`src/verilog/scmc_defs.svh`:
```
// constants for the serial command mode controller
// Summary of operation
// - thirteen-bit pull-up mask drives line pull-ups
// - mask bits 0..12 map to fixed lines
// - strength output held setting times 100 ms
// - hold setting 0xFF keeps output always on
// - button command repeats pushbutton action count times
// - firmware version query returns fixed sixteen bits
// - hardware version query returns fixed sixteen bits
// - millivolts equal raw times 1200 over 1023
// - inactivity timeout times 100 ms exits command mode
// - exit command leaves command mode at once
// - entry needs guard silence before and after
// - entry character configurable, default plus sign
`ifndef SCMC_DEFS_SVH
`define SCMC_DEFS_SVH
`define SCMC_CLK_MHZ        125
`define SCMC_MS_NS          1000000
`define SCMC_CLK_NS         8
`define SCMC_MS_CYC         (`SCMC_MS_NS / `SCMC_CLK_NS)
`define SCMC_PULLUP_RST     13'h1FFF
`define SCMC_HOLD_RST       8'h28
`define SCMC_HOLD_ALWAYS    8'hFF
`define SCMC_TMO_RST        12'h064
`define SCMC_TMO_MIN        12'h002
`define SCMC_TMO_MAX        12'h28F
`define SCMC_GUARD_RST      12'h3E8
`define SCMC_GUARD_MIN      12'h001
`define SCMC_GUARD_MAX      12'hCE4
`define SCMC_SEQ_CHAR_RST   8'h2B
`define SCMC_SEQ_COUNT      2'h3
`define SCMC_TENTH_MS       7'h64
`define SCMC_VOLT_MUL       32'd1200
`define SCMC_VOLT_DIV       32'd1023
`endif

```
`src/verilog/scmc_pkg.sv`:
```
// types for the serial command mode controller
package scmc_pkg;
  typedef enum logic [1:0] {
    SCMC_IDLE   = 2'b00,
    SCMC_PRE    = 2'b01,
    SCMC_POST   = 2'b10,
    SCMC_CMD    = 2'b11
  } scmc_mode_t;
  typedef enum logic [2:0] {
    SCMC_OP_NONE    = 3'b000,
    SCMC_OP_EXIT    = 3'b001,
    SCMC_OP_BUTTON  = 3'b010,
    SCMC_OP_FW_VER  = 3'b011,
    SCMC_OP_HW_VER  = 3'b100,
    SCMC_OP_VOLT    = 3'b101,
    SCMC_OP_OTHER   = 3'b110
  } scmc_op_t;
endpackage

```
`src/verilog/scmc_ms_tick.sv`:
```
// millisecond enable divider
`timescale 1ns/1ps
`default_nettype none
`include "scmc_defs.svh"
module scmc_ms_tick #(
  parameter int MS_CYCLES = `SCMC_MS_CYC
) (
  input  wire logic core_clk,
  input  wire logic rst_n,
  output var  logic ms_tick
);
  import scmc_pkg::*;
  logic [16:0] count;
  logic [16:0] next_count;
  logic        next_tick;
  always_comb begin
    next_tick = 1'b0;
    next_count = count + 17'h0_0001;
    if (count == 17'(MS_CYCLES - 1)) begin
      next_count = 17'h0_0000;
      next_tick = 1'b1;
    end
  end
  always_ff @(posedge core_clk or negedge rst_n) begin
    if (!rst_n) begin
      count <= 17'h0_0000;
      ms_tick <= 1'b0;
    end else begin
      count <= next_count;
      ms_tick <= next_tick;
    end
  end
endmodule
`default_nettype wire

```
`src/verilog/scmc_top.sv`:
```
// serial command mode entry, exit and i/o settings
`timescale 1ns/1ps
`default_nettype none
`include "scmc_defs.svh"
module scmc_top #(
  parameter logic [15:0] FW_VERSION = 16'h1234, // arbitrary value
  parameter logic [15:0] HW_VERSION = 16'h5678, // arbitrary value
  parameter int          MS_CYCLES  = `SCMC_MS_CYC // clock cycles per millisecond
) (
  input  wire logic        core_clk,
  input  wire logic        rst_n,
  input  wire logic        rx_valid,
  input  wire logic [7:0]  rx_byte,
  input  wire logic        cmd_valid,
  input  wire scmc_pkg::scmc_op_t cmd_op,
  input  wire logic [7:0]  cmd_arg,
  input  wire logic        cfg_we,
  input  wire logic [12:0] cfg_pullup_mask,
  input  wire logic [7:0]  cfg_hold_time,
  input  wire logic [11:0] cfg_timeout,
  input  wire logic [11:0] cfg_guard,
  input  wire logic [7:0]  cfg_seq_char,
  input  wire logic        tx_done,
  input  wire logic [9:0]  volt_raw,
  output var  logic        cmd_mode,
  output var  logic [12:0] pullup_enable,
  output var  logic        strength_active,
  output var  logic        button_pulse,
  output var  logic        rsp_valid,
  output var  logic [15:0] rsp_data
);
  import scmc_pkg::*;

  // ----------------------------------------
  // millisecond enable
  // ----------------------------------------
  logic ms_tick;
  scmc_ms_tick #(.MS_CYCLES(MS_CYCLES)) u_tick (
    .core_clk (core_clk),
    .rst_n    (rst_n),
    .ms_tick  (ms_tick)
  );

  function automatic logic [15:0] scale_mv(input logic [9:0] raw);
    logic [31:0] prod;
    prod = 32'(raw) * `SCMC_VOLT_MUL / `SCMC_VOLT_DIV;
    return prod[15:0];
  endfunction

  function automatic logic [11:0] clamp12(input logic [11:0] v, input logic [11:0] lo, input logic [11:0] hi);
    logic [11:0] r;
    r = v;
    if (v < lo) begin
      r = lo;
    end else if (v > hi) begin
      r = hi;
    end
    return r;
  endfunction

  // ----------------------------------------
  // configuration
  // ----------------------------------------
  logic [12:0] pull_mask;
  logic [7:0]  hold_set;
  logic [11:0] tmo_set;
  logic [11:0] guard_set;
  logic [7:0]  seq_char;
  logic [12:0] next_pull_mask;
  logic [7:0]  next_hold_set;
  logic [11:0] next_tmo_set;
  logic [11:0] next_guard_set;
  logic [7:0]  next_seq_char;

  always_comb begin
    next_pull_mask = pull_mask;
    next_hold_set = hold_set;
    next_tmo_set = tmo_set;
    next_guard_set = guard_set;
    next_seq_char = seq_char;
    if (cfg_we) begin
      next_pull_mask = cfg_pullup_mask;
      next_hold_set = cfg_hold_time;
      next_tmo_set = clamp12(cfg_timeout, `SCMC_TMO_MIN, `SCMC_TMO_MAX);
      next_guard_set = clamp12(cfg_guard, `SCMC_GUARD_MIN, `SCMC_GUARD_MAX);
      next_seq_char = cfg_seq_char;
    end
  end

  always_ff @(posedge core_clk or negedge rst_n) begin
    if (!rst_n) begin
      pull_mask <= `SCMC_PULLUP_RST;
      hold_set <= `SCMC_HOLD_RST;
      tmo_set <= `SCMC_TMO_RST;
      guard_set <= `SCMC_GUARD_RST;
      seq_char <= `SCMC_SEQ_CHAR_RST;
      pullup_enable <= `SCMC_PULLUP_RST;
    end else begin
      pull_mask <= next_pull_mask;
      hold_set <= next_hold_set;
      tmo_set <= next_tmo_set;
      guard_set <= next_guard_set;
      seq_char <= next_seq_char;
      // bit n drives output bit n: 0 line four ... 12 line eleven
      pullup_enable <= next_pull_mask;
    end
  end

  // ----------------------------------------
  // command mode entry and exit
  // ----------------------------------------
  scmc_mode_t  mode;
  scmc_mode_t  next_mode;
  logic [11:0] silence_ms;
  logic [11:0] next_silence_ms;
  logic [1:0]  seq_cnt;
  logic [1:0]  next_seq_cnt;
  logic [6:0]  tenth_ms;
  logic [6:0]  next_tenth_ms;
  logic [11:0] idle_tenths;
  logic [11:0] next_idle_tenths;
  logic        tenth_tick;

  assign tenth_tick = ms_tick && (tenth_ms == `SCMC_TENTH_MS - 7'h01);
  always_comb begin
    next_mode = mode;
    next_seq_cnt = seq_cnt;
    next_tenth_ms = tenth_ms;
    next_idle_tenths = idle_tenths;
    next_silence_ms = silence_ms;
    if (ms_tick && silence_ms != 12'hFFF) begin
      next_silence_ms = silence_ms + 12'h001;
    end
    if (rx_valid) begin
      next_silence_ms = 12'h000;
    end
    if (ms_tick) begin
      next_tenth_ms = tenth_ms + 7'h01;
      if (tenth_tick) begin
        next_tenth_ms = 7'h00;
      end
    end
    case (mode)
      SCMC_IDLE: begin
        next_seq_cnt = 2'h0;
        // strictly above: the free-running ms phase may cut the first ms short
        if (rx_valid && rx_byte == seq_char && silence_ms > guard_set) begin
          next_mode = SCMC_PRE;
          next_seq_cnt = 2'h1;
        end
      end
      SCMC_PRE: begin
        if (rx_valid) begin
          if (rx_byte == seq_char) begin
            next_seq_cnt = seq_cnt + 2'h1;
            if (seq_cnt + 2'h1 == `SCMC_SEQ_COUNT) begin
              next_mode = SCMC_POST;
            end
          end else begin
            next_mode = SCMC_IDLE;
          end
        end
      end
      SCMC_POST: begin
        if (rx_valid) begin
          next_mode = SCMC_IDLE;
        end else if (silence_ms > guard_set) begin
          next_mode = SCMC_CMD;
          next_idle_tenths = 12'h000;
          next_tenth_ms = 7'h00;
        end
      end
      SCMC_CMD: begin
        if (tenth_tick) begin
          next_idle_tenths = idle_tenths + 12'h001;
        end
        if (idle_tenths >= tmo_set) begin
          next_mode = SCMC_IDLE;
        end
        if (cmd_valid) begin
          next_idle_tenths = 12'h000;
          next_tenth_ms = 7'h00;
          if (cmd_op == SCMC_OP_EXIT) begin
            next_mode = SCMC_IDLE;
          end
        end
      end
      default: next_mode = SCMC_IDLE;
    endcase
  end

  always_ff @(posedge core_clk or negedge rst_n) begin
    if (!rst_n) begin
      mode <= SCMC_IDLE;
      seq_cnt <= 2'h0;
      silence_ms <= 12'h000;
      tenth_ms <= 7'h00;
      idle_tenths <= 12'h000;
      cmd_mode <= 1'b0;
    end else begin
      mode <= next_mode;
      seq_cnt <= next_seq_cnt;
      silence_ms <= next_silence_ms;
      tenth_ms <= next_tenth_ms;
      idle_tenths <= next_idle_tenths;
      cmd_mode <= (next_mode == SCMC_CMD);
    end
  end

  // ----------------------------------------
  // commands and responses
  // ----------------------------------------
  logic        cmd_take;
  logic [7:0]  press_left;
  logic [7:0]  next_press_left;
  logic        next_button;
  logic        next_rsp_valid;
  logic [15:0] next_rsp_data;

  assign cmd_take = cmd_valid && mode == SCMC_CMD;
  always_comb begin
    next_press_left = press_left;
    next_button = 1'b0;
    next_rsp_valid = 1'b0;
    next_rsp_data = rsp_data;
    // one press pulse every other cycle
    if (press_left != 8'h00 && !button_pulse) begin
      next_button = 1'b1;
      next_press_left = press_left - 8'h01;
    end
    if (cmd_take) begin
      case (cmd_op)
        SCMC_OP_BUTTON: next_press_left = cmd_arg;
        SCMC_OP_FW_VER: begin
          next_rsp_valid = 1'b1;
          next_rsp_data = FW_VERSION;
        end
        SCMC_OP_HW_VER: begin
          next_rsp_valid = 1'b1;
          next_rsp_data = HW_VERSION;
        end
        SCMC_OP_VOLT: begin
          next_rsp_valid = 1'b1;
          next_rsp_data = scale_mv(volt_raw);
        end
        default: next_rsp_valid = 1'b0;
      endcase
    end
  end

  always_ff @(posedge core_clk or negedge rst_n) begin
    if (!rst_n) begin
      press_left <= 8'h00;
      button_pulse <= 1'b0;
      rsp_valid <= 1'b0;
      rsp_data <= 16'h0000;
    end else begin
      press_left <= next_press_left;
      button_pulse <= next_button;
      rsp_valid <= next_rsp_valid;
      rsp_data <= next_rsp_data;
    end
  end

  // ----------------------------------------
  // signal strength hold
  // ----------------------------------------
  logic [7:0] hold_left;
  logic [7:0] next_hold_left;
  logic [6:0] hold_ms;
  logic [6:0] next_hold_ms;
  logic       next_strength;

  always_comb begin
    next_hold_left = hold_left;
    // own 100 ms phase, restarted by each transmission; the free-running ms phase may still cut the first ms short
    next_hold_ms = ms_tick ? ((hold_ms == `SCMC_TENTH_MS - 7'h01) ? 7'h00 : hold_ms + 7'h01) : hold_ms;
    if (tx_done) begin
      next_hold_left = hold_set;
      next_hold_ms = 7'h00;
    end else if (ms_tick && hold_ms == `SCMC_TENTH_MS - 7'h01 && hold_left != 8'h00) begin
      next_hold_left = hold_left - 8'h01;
    end
    next_strength = (hold_set == `SCMC_HOLD_ALWAYS) || (next_hold_left != 8'h00);
  end

  always_ff @(posedge core_clk or negedge rst_n) begin
    if (!rst_n) begin
      hold_left <= 8'h00;
      hold_ms <= 7'h00;
      strength_active <= 1'b0;
    end else begin
      hold_left <= next_hold_left;
      hold_ms <= next_hold_ms;
      strength_active <= next_strength;
    end
  end
endmodule
`default_nettype wire

```
`config.mk`:
```
export PLATFORM = sky130hd
export DESIGN_NAME = scmc_top
export DESIGN_NICKNAME = d
export VERILOG_FILES = /design/src/verilog/scmc_pkg.sv /design/src/verilog/scmc_ms_tick.sv /design/src/verilog/scmc_top.sv
export VERILOG_INCLUDE_DIRS = /design/src /design/src/verilog
export SDC_FILE = /design/constraint.sdc
export NUM_CORES = 1
export LEC_CHECK = 0
export BUFFER_PORTS_ARGS = -buffer_cell sky130_fd_sc_hd__buf_2
export CAP_MARGIN = 10
export CORE_MARGIN = 5
export CORE_UTILIZATION = 43
export CTS_CLUSTER_DIAMETER = 100
export CTS_CLUSTER_SIZE = 12
export DETAILED_ROUTE_END_ITERATION = 10
export GPL_ROUTABILITY_DRIVEN = 1
export SLEW_MARGIN = 25
export SYNTH_ARGS = -nofsm -noshare
export SYNTH_HDL_FRONTEND = slang
export SYNTH_SLANG_ARGS = --single-unit
```
`constraint.sdc`:
```
create_clock -name core_clk -period 3.8 [get_ports core_clk]
set_clock_uncertainty 0.15 [all_clocks]
set_input_delay 0.76 -clock core_clk [delete_from_list [all_inputs] [get_ports core_clk]]
set_output_delay 0.76 -clock core_clk [all_outputs]
set_load 0.02 [all_outputs]
```
* Yosys cells after proc, flatten, opt, wreduce, memory -nomap -nowiden *
Index checks and enable logic that the tools add are counted.

operators by class
  add/sub/neg operators = 8
  multiply operators = 1
  div/mod/pow operators = 1
  order comparisons = 6
  equal/unequal tests = 21
  shift operators = 0
  muxes and demuxes = 45
  bitwise operators = 0
  reductions and logical operators = 23

operators with widths
  kind                      count
  $mux W12                  10
  $mux W7                   8
  $pmux W16 S3              1
  $mux W8                   5
  $div A21 B10 Y32 const B  1
  $add A12 B1 Y12 const B   2
  $pmux W12 S2              1
  $reduce_bool A8 Y1        3
  $mux W2                   11
  $add A17 B1 Y17 const B   1
  $eq A17 B17 Y1 const B    1
  $mul A10 B7 Y17 const B   1
  $mux W17                  1
  $sub A8 B1 Y8 const B     2
  $add A7 B1 Y7 const B     2
  $eq A7 B7 Y1 const B      2
  $pmux W7 S2               1
  $ge A12 B12 Y1            1
  $gt A12 B10 Y1 const B    1
  $gt A12 B12 Y1            1
  $gt A12 B12 Y1 const B    1
  $lt A12 B1 Y1 const B     1
  $lt A12 B2 Y1 const B     1
  $ne A12 B12 Y1 const B    1
  other kinds (23)          45

word-level totals
  bits in registers = 149
  latch bits = 0
  memory bits (writable) = 0
  ROM bits = 0
  memories = 0

* Depth between registers and ports, before layout *
Gate-level depths: netlist (run 1).

  depth after elaboration = 7
  mapped depth = 43
  depth with buffers taken out = 38

* Cells and area by module *
Synthesis (run 1) repeated with hierarchy kept, for this count alone.

unflattened totals
  cells, all modules = 1354
  area total of the unflattened synthesis = 11954.0 um^2

by module, submodules not included
  module        instances  cells an instance  area each (um^2)  seq. area each (um^2)
  scmc_top      1          1277               11095.6           3263.1
  scmc_ms_tick  1          77                 858.3             450.4

* Worst setup path before layout (run 1) *
No wires, ideal clock.

  kind = input -> register
  start point = input volt_raw[6]
  end point = register rsp_data[0]
  library setup time = 128 ps
  arrival time = 9617 ps
  required time = 3522 ps
  slack = -6095 ps
  cell stages on the path = 39
  path through = ha_1 -> ha_1 -> fa_1 -> inv_1 -> fa_1 -> inv_1 -> ha_1 -> buf_2 -> and3_1 -> and3_1 -> nand3_1 -> and4_1 -> xnor2_1 -> a41oi_2 -> a41oi_1 -> xnor2_2 -> or4b_1 -> a211o_1 -> [3 not listed] -> nor2_2 -> o32a_4 -> nor3b_4 -> a21o_2 -> o2111ai_2 -> a2111oi_2 -> o41ai_4 -> and2_4 -> o31ai_4 -> inv_1 -> ha_1 -> nand2_1 -> xnor2_2 -> ha_1 -> xor2_1 -> o21a_1 -> o31ai_1 -> o21ai_1

on the way
  longest elaborated chain between the ends = 3

RTL lines
  what                               RTL line         RTL
  start, declared                    scmc_top.sv:24   input wire logic [9:0] volt_raw,
  $mul A10 B7 Y17 (no source line)   --
  $div A21 B10 Y32 (no source line)  --
  $pmux W16 S3                       scmc_top.sv:232  case (cmd_op)
  end signal, assigned               scmc_top.sv:261  rsp_data <= next_rsp_data;
  end, declared                      scmc_top.sv:30   output var logic [15:0] rsp_data

Every way passes these cells.
A chain may end at the register's enable or synchronous reset.

* Worst setup path in the final report (run 1) *
  start point = input volt_raw[4]
  end point = register rsp_data[0]

Same word-level chain as after synthesis.

==> flow_metrics.env, run 1 <==
export IMPL_finalPower_mw=13.6
export IMPL_place_area_um2=14400
export IMPL_fin_hold_ws_ps=197
export IMPL_critPathLaunchType="input pin"
export IMPL_netlist_area_um2=11400
export IMPL_setup_violations_final=12
export IMPL_power_share_switching_pct=42.0
export IMPL_syn_inst=1283
export IMPL_ant_nets=0
export IMPL_required_ps=3950
export IMPL_synth_avg_cell_area_um2=8.92
export IMPL_timing_final_crit_share_pct=244
export IMPL_p_clk_share_pct=12.7
export IMPL_power_frac_seq_pct=13.0
export IMPL_n_antenna_cell=0
export IMPL_cts_tree="yes"
export IMPL_rsz0062_at_grt="true"
export IMPL_cp_max_fo=5
export IMPL_rows=59
export IMPL_coreArea_um2=26100
export IMPL_crit_arrival_ps=9430
export IMPL_stdcell_count=2024
export IMPL_portBuffers=118
export IMPL_cts_buffers=17
export IMPL_wirelength_um=31400
export IMPL_cts_root_buf="clkbuf_16"
export IMPL_min_period_ps=9270
export IMPL_grt_start_max_net_pins=78
export IMPL_place_gp_congestion=0.922
export IMPL_via_count=10900
export IMPL_tightest_slew_ps=801
export IMPL_hold_class="input pin to asynchronous set/reset pin"
export IMPL_clk_pin_slew_ps=70
export IMPL_syn_to_final_growth_pct=41.3
export IMPL_p_comb_share_pct=74.3
export IMPL_htreeDepth=4
export IMPL_multiInputGateArea_um2=8230
export IMPL_die_area_um2=30000
export IMPL_yosysUniqueCellTypes=111
export IMPL_grt_pass1_vias=11100
export IMPL_drcViolationCount=0
export IMPL_gr_total_overflow=0
export IMPL_fmax_ghz=0.108
export IMPL_grt_pass1_wl_um=52900
export IMPL_ir_drop_uv=688
export IMPL_start_util_pct=43.8
export IMPL_ys_flop_type="dfrtp_1"
export IMPL_place_inst=1947
export IMPL_drive_gt1_share_pct=40.5
export IMPL_power_density_nw_per_um2=841
export IMPL_power_switching_mw=5.71
export IMPL_violations="negative setup slack"
export IMPL_nFillCells=2265
export IMPL_pin_count=121
export IMPL_internal_power_mw=7.89
export IMPL_wl_per_cell_um=15.5
export IMPL_leakagePower_nw=7.30
export IMPL_antenna_found_initial=0
export IMPL_clkLatencyLatePin_ps=410
export IMPL_vias_per_cell=5.41
export IMPL_outcome="complete, but fails checks"
export IMPL_grt_use_total_pct=20.6
export IMPL_layout_area_seq_um2=3710
export IMPL_synth_edff_count=0
export IMPL_clock_sinks=147
export IMPL_crit_type="input pin to register"
export IMPL_drtIter0Drc=466
export IMPL_ys_seq_area_share_pct=32.4
export IMPL_firstDrtPassIters=5
export IMPL_dp_slack_ps=-6160
export IMPL_stdcell_area_um2=16200
export IMPL_slew_violations=0
export IMPL_synth_warnings=0
export IMPL_die_h_um=173
export IMPL_setup_ws_ps=-5470
export IMPL_drv_cap=0
export IMPL_timing_slew_headroom_pct=46.1
export IMPL_hold_viol=0
export IMPL_ys_ff_latch=147
export IMPL_crit_path_end_kind="register"
export IMPL_crit_path_max_incr_delay_ps=530
export IMPL_finalNetCount=1857
export IMPL_dpl_hpwl_um=24200
export IMPL_slowest_stage="or4_4"
export IMPL_clk_path_buf_depth=2
export IMPL_die_x_um=173
export IMPL_crit_top_cell="ha_4"
export IMPL_ys_async_sr_fraction_pct=100
flip-flops by register name (all words and copies together), names as in the netlist:
name / count
u_tick.count: 17
rsp_data: 14
pull_mask: 13
guard_set: 12
idle_tenths: 12
silence_ms: 12
tmo_set: 12
hold_left: 8
hold_set: 8
press_left: 8
seq_char: 8
hold_ms: 7
tenth_ms: 7
mode: 2
seq_cnt: 2
button_pulse: 1
cmd_mode: 1
rsp_valid: 1
strength_active: 1
u_tick.ms_tick: 1
metrics by stage:
| stage | setup TNS, ps | util (%) |
|---|---|---|
| after CTS | -37620 | 59.9 |
| final | -39190 | 61.9 |
| after floorplan | -40250 | - |
| after global placement | -45050 | 55.1 |
| after global routing | -41610 | 61.9 |
| after detailed placement | -46350 | 55.1 |
power groups by stage:
| stage | logic, mW | clock network (mW) | registers (mW) |
|---|---|---|---|
| after floorplan | 4.66 | 0 | 1.80 |
| after global placement | 8.12 | 0 | 1.79 |
| after detailed placement | 8.20 | 0 | 1.80 |
| after CTS | 9.11 | 1.76 | 1.77 |
| after global routing | 10.9 | 1.85 | 1.79 |
| final | 10.1 | 1.72 | 1.77 |
timing repair:
action,in CTS,in global routing
endpoints found under the setup margin,12,12
endpoints found under the hold margin,0,0
hold buffers,0,0
resized for setup,91,86
setup buffers,28,19
pin swaps,36,39
routing by layer:
metal / share of wire [%] / GRT usage [%] / routed length, um
met1: 44 / 26.2 / 13900
met3: 3.0 / 2.77 / 950
met2: 51 / 36.7 / 16100
met5: 0 / 0 / 0
met4: 1.5 / 5.52 / 473
area by class of cell:
| class | instances | share of cell area (%) |
|---|---|---|
| Multi-Input combinational cell | 1024 | 50.9 |
| Inverter | 77 | 1.79 |
| Clock buffer | 20 | 2.88 |
| Tap cell | 335 | 2.59 |
| Sequential cell | 147 | 23.0 |
| Clock inverter | 12 | 0.959 |
| Timing Repair Buffer | 409 | 18.0 |
final timing paths:
check                        startpoint               to  slack (ps)  cells past startpoint
setup / recovery            volt_raw[4]      rsp_data[0]       -5470                     41
hold / removal                    rst_n    guard_set[10]         200                      1
setup reg to reg           guard_set[9]  idle_tenths[11]         460                     15
hold reg to reg            rsp_data[11]     rsp_data[11]         330                      2
max in group asynchronous         rst_n       tmo_set[2]        2420                      2
min in group core_clk      rsp_data[11]     rsp_data[11]         330                      2
cells in the mapped netlist (5+ instances only):
cell type | number | area share, %
nor2_1 | 145 | 4.8
dfrtp_1 | 119 | 26
nand2_1 | 102 | 3.3
ha_1 | 82 | 9.0
inv_1 | 77 | 2.5
a21oi_1 | 69 | 3.0
o21ai_0 | 67 | 2.9
nand3_1 | 42 | 1.8
xor2_1 | 42 | 3.2
xnor2_1 | 41 | 3.1
mux2_2 | 33 | 3.2
dfstp_2 | 28 | 6.4
nand4_1 | 25 | 1.4
nor3_1 | 25 | 1.1
and3_1 | 23 | 1.3
a21o_1 | 20 | 1.3
clkbuf_1 | 19 | 0.62
nor4_1 | 17 | 0.93
or3_1 | 17 | 0.93
a31oi_1 | 13 | 0.71
o211ai_1 | 13 | 0.85
and2_1 | 12 | 0.66
nor2b_1 | 12 | 0.66
fa_1 | 11 | 1.9
nand2b_1 | 11 | 0.60
o22ai_1 | 11 | 0.60
a211oi_1 | 9 | 0.59
buf_2 | 9 | 0.39
o21a_1 | 9 | 0.59
o21ai_1 | 9 | 0.39
mux2i_1 | 8 | 0.70
o31ai_1 | 7 | 0.46
and4_1 | 6 | 0.46
buf_4 | 6 | 0.39
or2_2 | 5 | 0.27
cell families (layout without fill, tap and decap cells):
kind of cell             count (synthesis)  count (layout)  synth area share [%]
AO/OA/AOI/OAI                          323             323                  20.4
XOR/XNOR                                87              87                  6.92
adder cells (fa/ha/maj)                 93              93                  10.9
buffers and inverters                  113             518                  4.07
flip-flops                             147             147                  32.4
multiplexers                            43              43                  4.16
other                                    1               2                0.0328
AND/OR/NAND/NOR                        476             476                  21.1
critical path: cells and delay by family:
family,cells,cell delay [ps]
compound gates,17,3410
buf+inv,6,550
simple gates,9,2250
fa+ha+maj,7,2140
xor+xnor,2,280
placed cells by master (no fill, tap or decap), drive strengths merged, types with 9 or more instances in the layout:
master  Yosys  layout
nand4      25      25
xnor2      44      44
a21oi      73      73
and2       13      13
fa         11      11
nor2      146     146
a211oi     13      13
dfrtp     119     119
a31oi      14      14
mux2       34      34
nor3       27      27
nor2b      12      12
inv        77      77
o22ai      11      11
nand3      43      43
o211ai     17      17
ha         82      82
and3       23      23
nand2b     12      12
nand2     103     103
xor2       43      43
a21o       21      21
buf        17     409
mux2i       9       9
dfstp      28      28
clkbuf     19      20
o21a        9       9
o21ai      80      80
or3        18      18
nor4       19      19
Power figures use the tool's default switching activity.
==> run 2, diff against run 1 <==
--- a/config.mk
+++ b/config.mk
@@ -14,6 +14,7 @@
 export CTS_CLUSTER_SIZE = 12
 export DETAILED_ROUTE_END_ITERATION = 10
 export GPL_ROUTABILITY_DRIVEN = 1
+export GPL_TIMING_DRIVEN = 0
 export SLEW_MARGIN = 25
 export SYNTH_ARGS = -nofsm -noshare
 export SYNTH_HDL_FRONTEND = slang
==> flow_metrics.env, run 2 (synthesized netlist as in run 1, its figures left out) <==
export IMPL_required_ps=3950
export IMPL_timing_final_crit_share_pct=254
export IMPL_die_h_um=173
export IMPL_wl_per_cell_um=16.4
export IMPL_crit_path_max_incr_delay_ps=530
export IMPL_cp_max_fo=7
export IMPL_fin_hold_ws_ps=114
export IMPL_violations="negative setup slack"
export IMPL_portBuffers=116
export IMPL_grt_pass1_vias=10400
export IMPL_critPathLaunchType="input pin"
export IMPL_layout_common_cells="131 x nor2_1, 119 x dfrtp_1, 112 x buf_2"
export IMPL_r2r_cells=14
export IMPL_grt_use_total_pct=20.0
export IMPL_reg2reg_slack_ps=360
export IMPL_final_util_pct=58.6
export IMPL_drive_gt1_share_pct=34.3
export IMPL_crit_type="input pin to register"
export IMPL_rsz0062_at_grt="true"
export IMPL_rows=59
export IMPL_path_delay_family="compound AO/OA/AOI/OAI gates"
export IMPL_r2r_end="idle_tenths[10]"
export IMPL_crit_arrival_ps=9820
export IMPL_die_area_um2=30000
export IMPL_final_common_cell="nor2_1"
export IMPL_drtIter0Drc=721
export IMPL_worstReg2RegStart="guard_set[9]"
export IMPL_cts_tree="yes"
export IMPL_drcViolationCount=0
export IMPL_finalNetCount=1718
export IMPL_slew_violations=0
export IMPL_cts_hold_buf=0
export IMPL_setup_violations_final=12
export IMPL_place_gp_congestion=0.859
export IMPL_crit_path_end_kind="register"
export IMPL_path_buf_inv=7
export IMPL_fmax_ghz=0.103
export IMPL_htreeDepth=4
export IMPL_start_util_pct=43.8
export IMPL_reg_largest_list="u_tick.count: 17 flops, rsp_data: 14 flops, pull_mask: 13 flops"
export IMPL_coreArea_um2=26100
export IMPL_min_period_ps=9670
export IMPL_hold_viol=0
export IMPL_pin_count=121
export IMPL_timing_slew_headroom_pct=46.0
export IMPL_grt_start_max_net_pins=87
export IMPL_setup_ws_ps=-5870
export IMPL_clk_path_buf_depth=2
export IMPL_regMostFlops="u_tick.count"
export IMPL_cts_root_buf="clkbuf_16"
export IMPL_drv_cap=0
export IMPL_via_count=10500
export IMPL_grt_pass1_wl_um=50700
export IMPL_ant_nets=0
export IMPL_gr_total_overflow=0
export IMPL_outcome="complete, but fails checks"
export IMPL_firstDrtPassIters=5
export IMPL_clk_pin_slew_ps=60
export IMPL_setup_worst_path_start="volt_raw[5]"
export IMPL_cts_buffers=17
export IMPL_syn_to_final_growth_pct=33.7
export IMPL_leakagePower_nw=6.63
export IMPL_tns_ps=-42640
export IMPL_clock_sinks=147
export IMPL_antenna_found_initial=1
export IMPL_tightest_slew_ps=807
export IMPL_ir_drop_uv=709
export IMPL_die_x_um=173
export IMPL_vias_per_cell=5.56
export IMPL_power_density_nw_per_um2=817
export IMPL_dpl_hpwl_um=22000
export IMPL_largest_reg_flops=17
export IMPL_clkLatencyLatePin_ps=430
export IMPL_slowest_stage="fa_1"
export IMPL_hold_class="input pin to asynchronous set/reset pin"
export IMPL_wirelength_um=30900
-- run 2: cell types whose count changed in the layout (fill, tap and decap cells not counted), sizes merged, moves of 2 or more --
cell      before  now
clkinv         7    4
buf          409  251
bufinv         3    1
clkbuf        20   40
clkinvlp       2    5
-- run 2: worst max path at each step --
stage / end / slack, ps / depth (start not counted)
after floorplan: rsp_data[0] / -5740 / 41
after global placement: rsp_data[0] / -7270 / 39
after detailed placement: rsp_data[0] / -7230 / 39
after CTS: rsp_data[0] / -5590 / 42
after global routing: rsp_data[0] / -6140 / 45
final: rsp_data[0] / -5870 / 42
-- run 2: layer usage --
| layer | vias to the layer above | part of all wire, % | track usage (%) | routed length, um |
|---|---|---|---|---|
| met4 | 0 | 2.4 | 6.22 | 737 |
| li1 | 5175 | - | - | - |
| met5 | - | 0 | 0 | 0 |
| met2 | 229 | 49 | 33.7 | 15000 |
| met1 | 5023 | 46 | 26.5 | 14100 |
| met3 | 54 | 3.5 | 3.12 | 1100 |
-- run 2: power breakdown --
part	total (mW)	switching [mW]	internal, mW
clock	1.61	0.660	0.953
combinational	9.13	4.91	4.22
sequential	1.76	0.0732	1.69
total	12.5	5.65	6.86
-- run 2: cell type report --
type	instances	area (um2)
fill	2327	10800
clock buffer	21	470
sequential	147	3710
buffer	31	179
multi-input combinational	1024	8410
inverter	77	289
clock inverter	11	104
tap	335	419
antenna	1	2.50
timing repair buffer	239	1720
-- run 2: timing repair --
item | CTS | global route
endpoints found under the setup margin | 12 | 17
endpoints found under the hold margin | 0 | 0
setup buffers | 75 | 47
resized for setup | 136 | 90
pin swaps | 64 | 44
cloned | 0 | 0
-- run 2: per-stage QoR --
step / total power, mW / worst slack, ps / std cells / area [um2]
2_1_floorplan: 6.45 / -5740 / 1284 / 11700
3_3_place_gp: 7.54 / -7270 / 1735 / 12700
4_1_cts: 10.9 / -5590 / 1843 / 14600
5_1_grt: 13.3 / -6140 / 1886 / 15300
6_report: 12.5 / -5870 / 1886 / 15300
3_5_place_dp: 7.60 / -7230 / 1737 / 12800
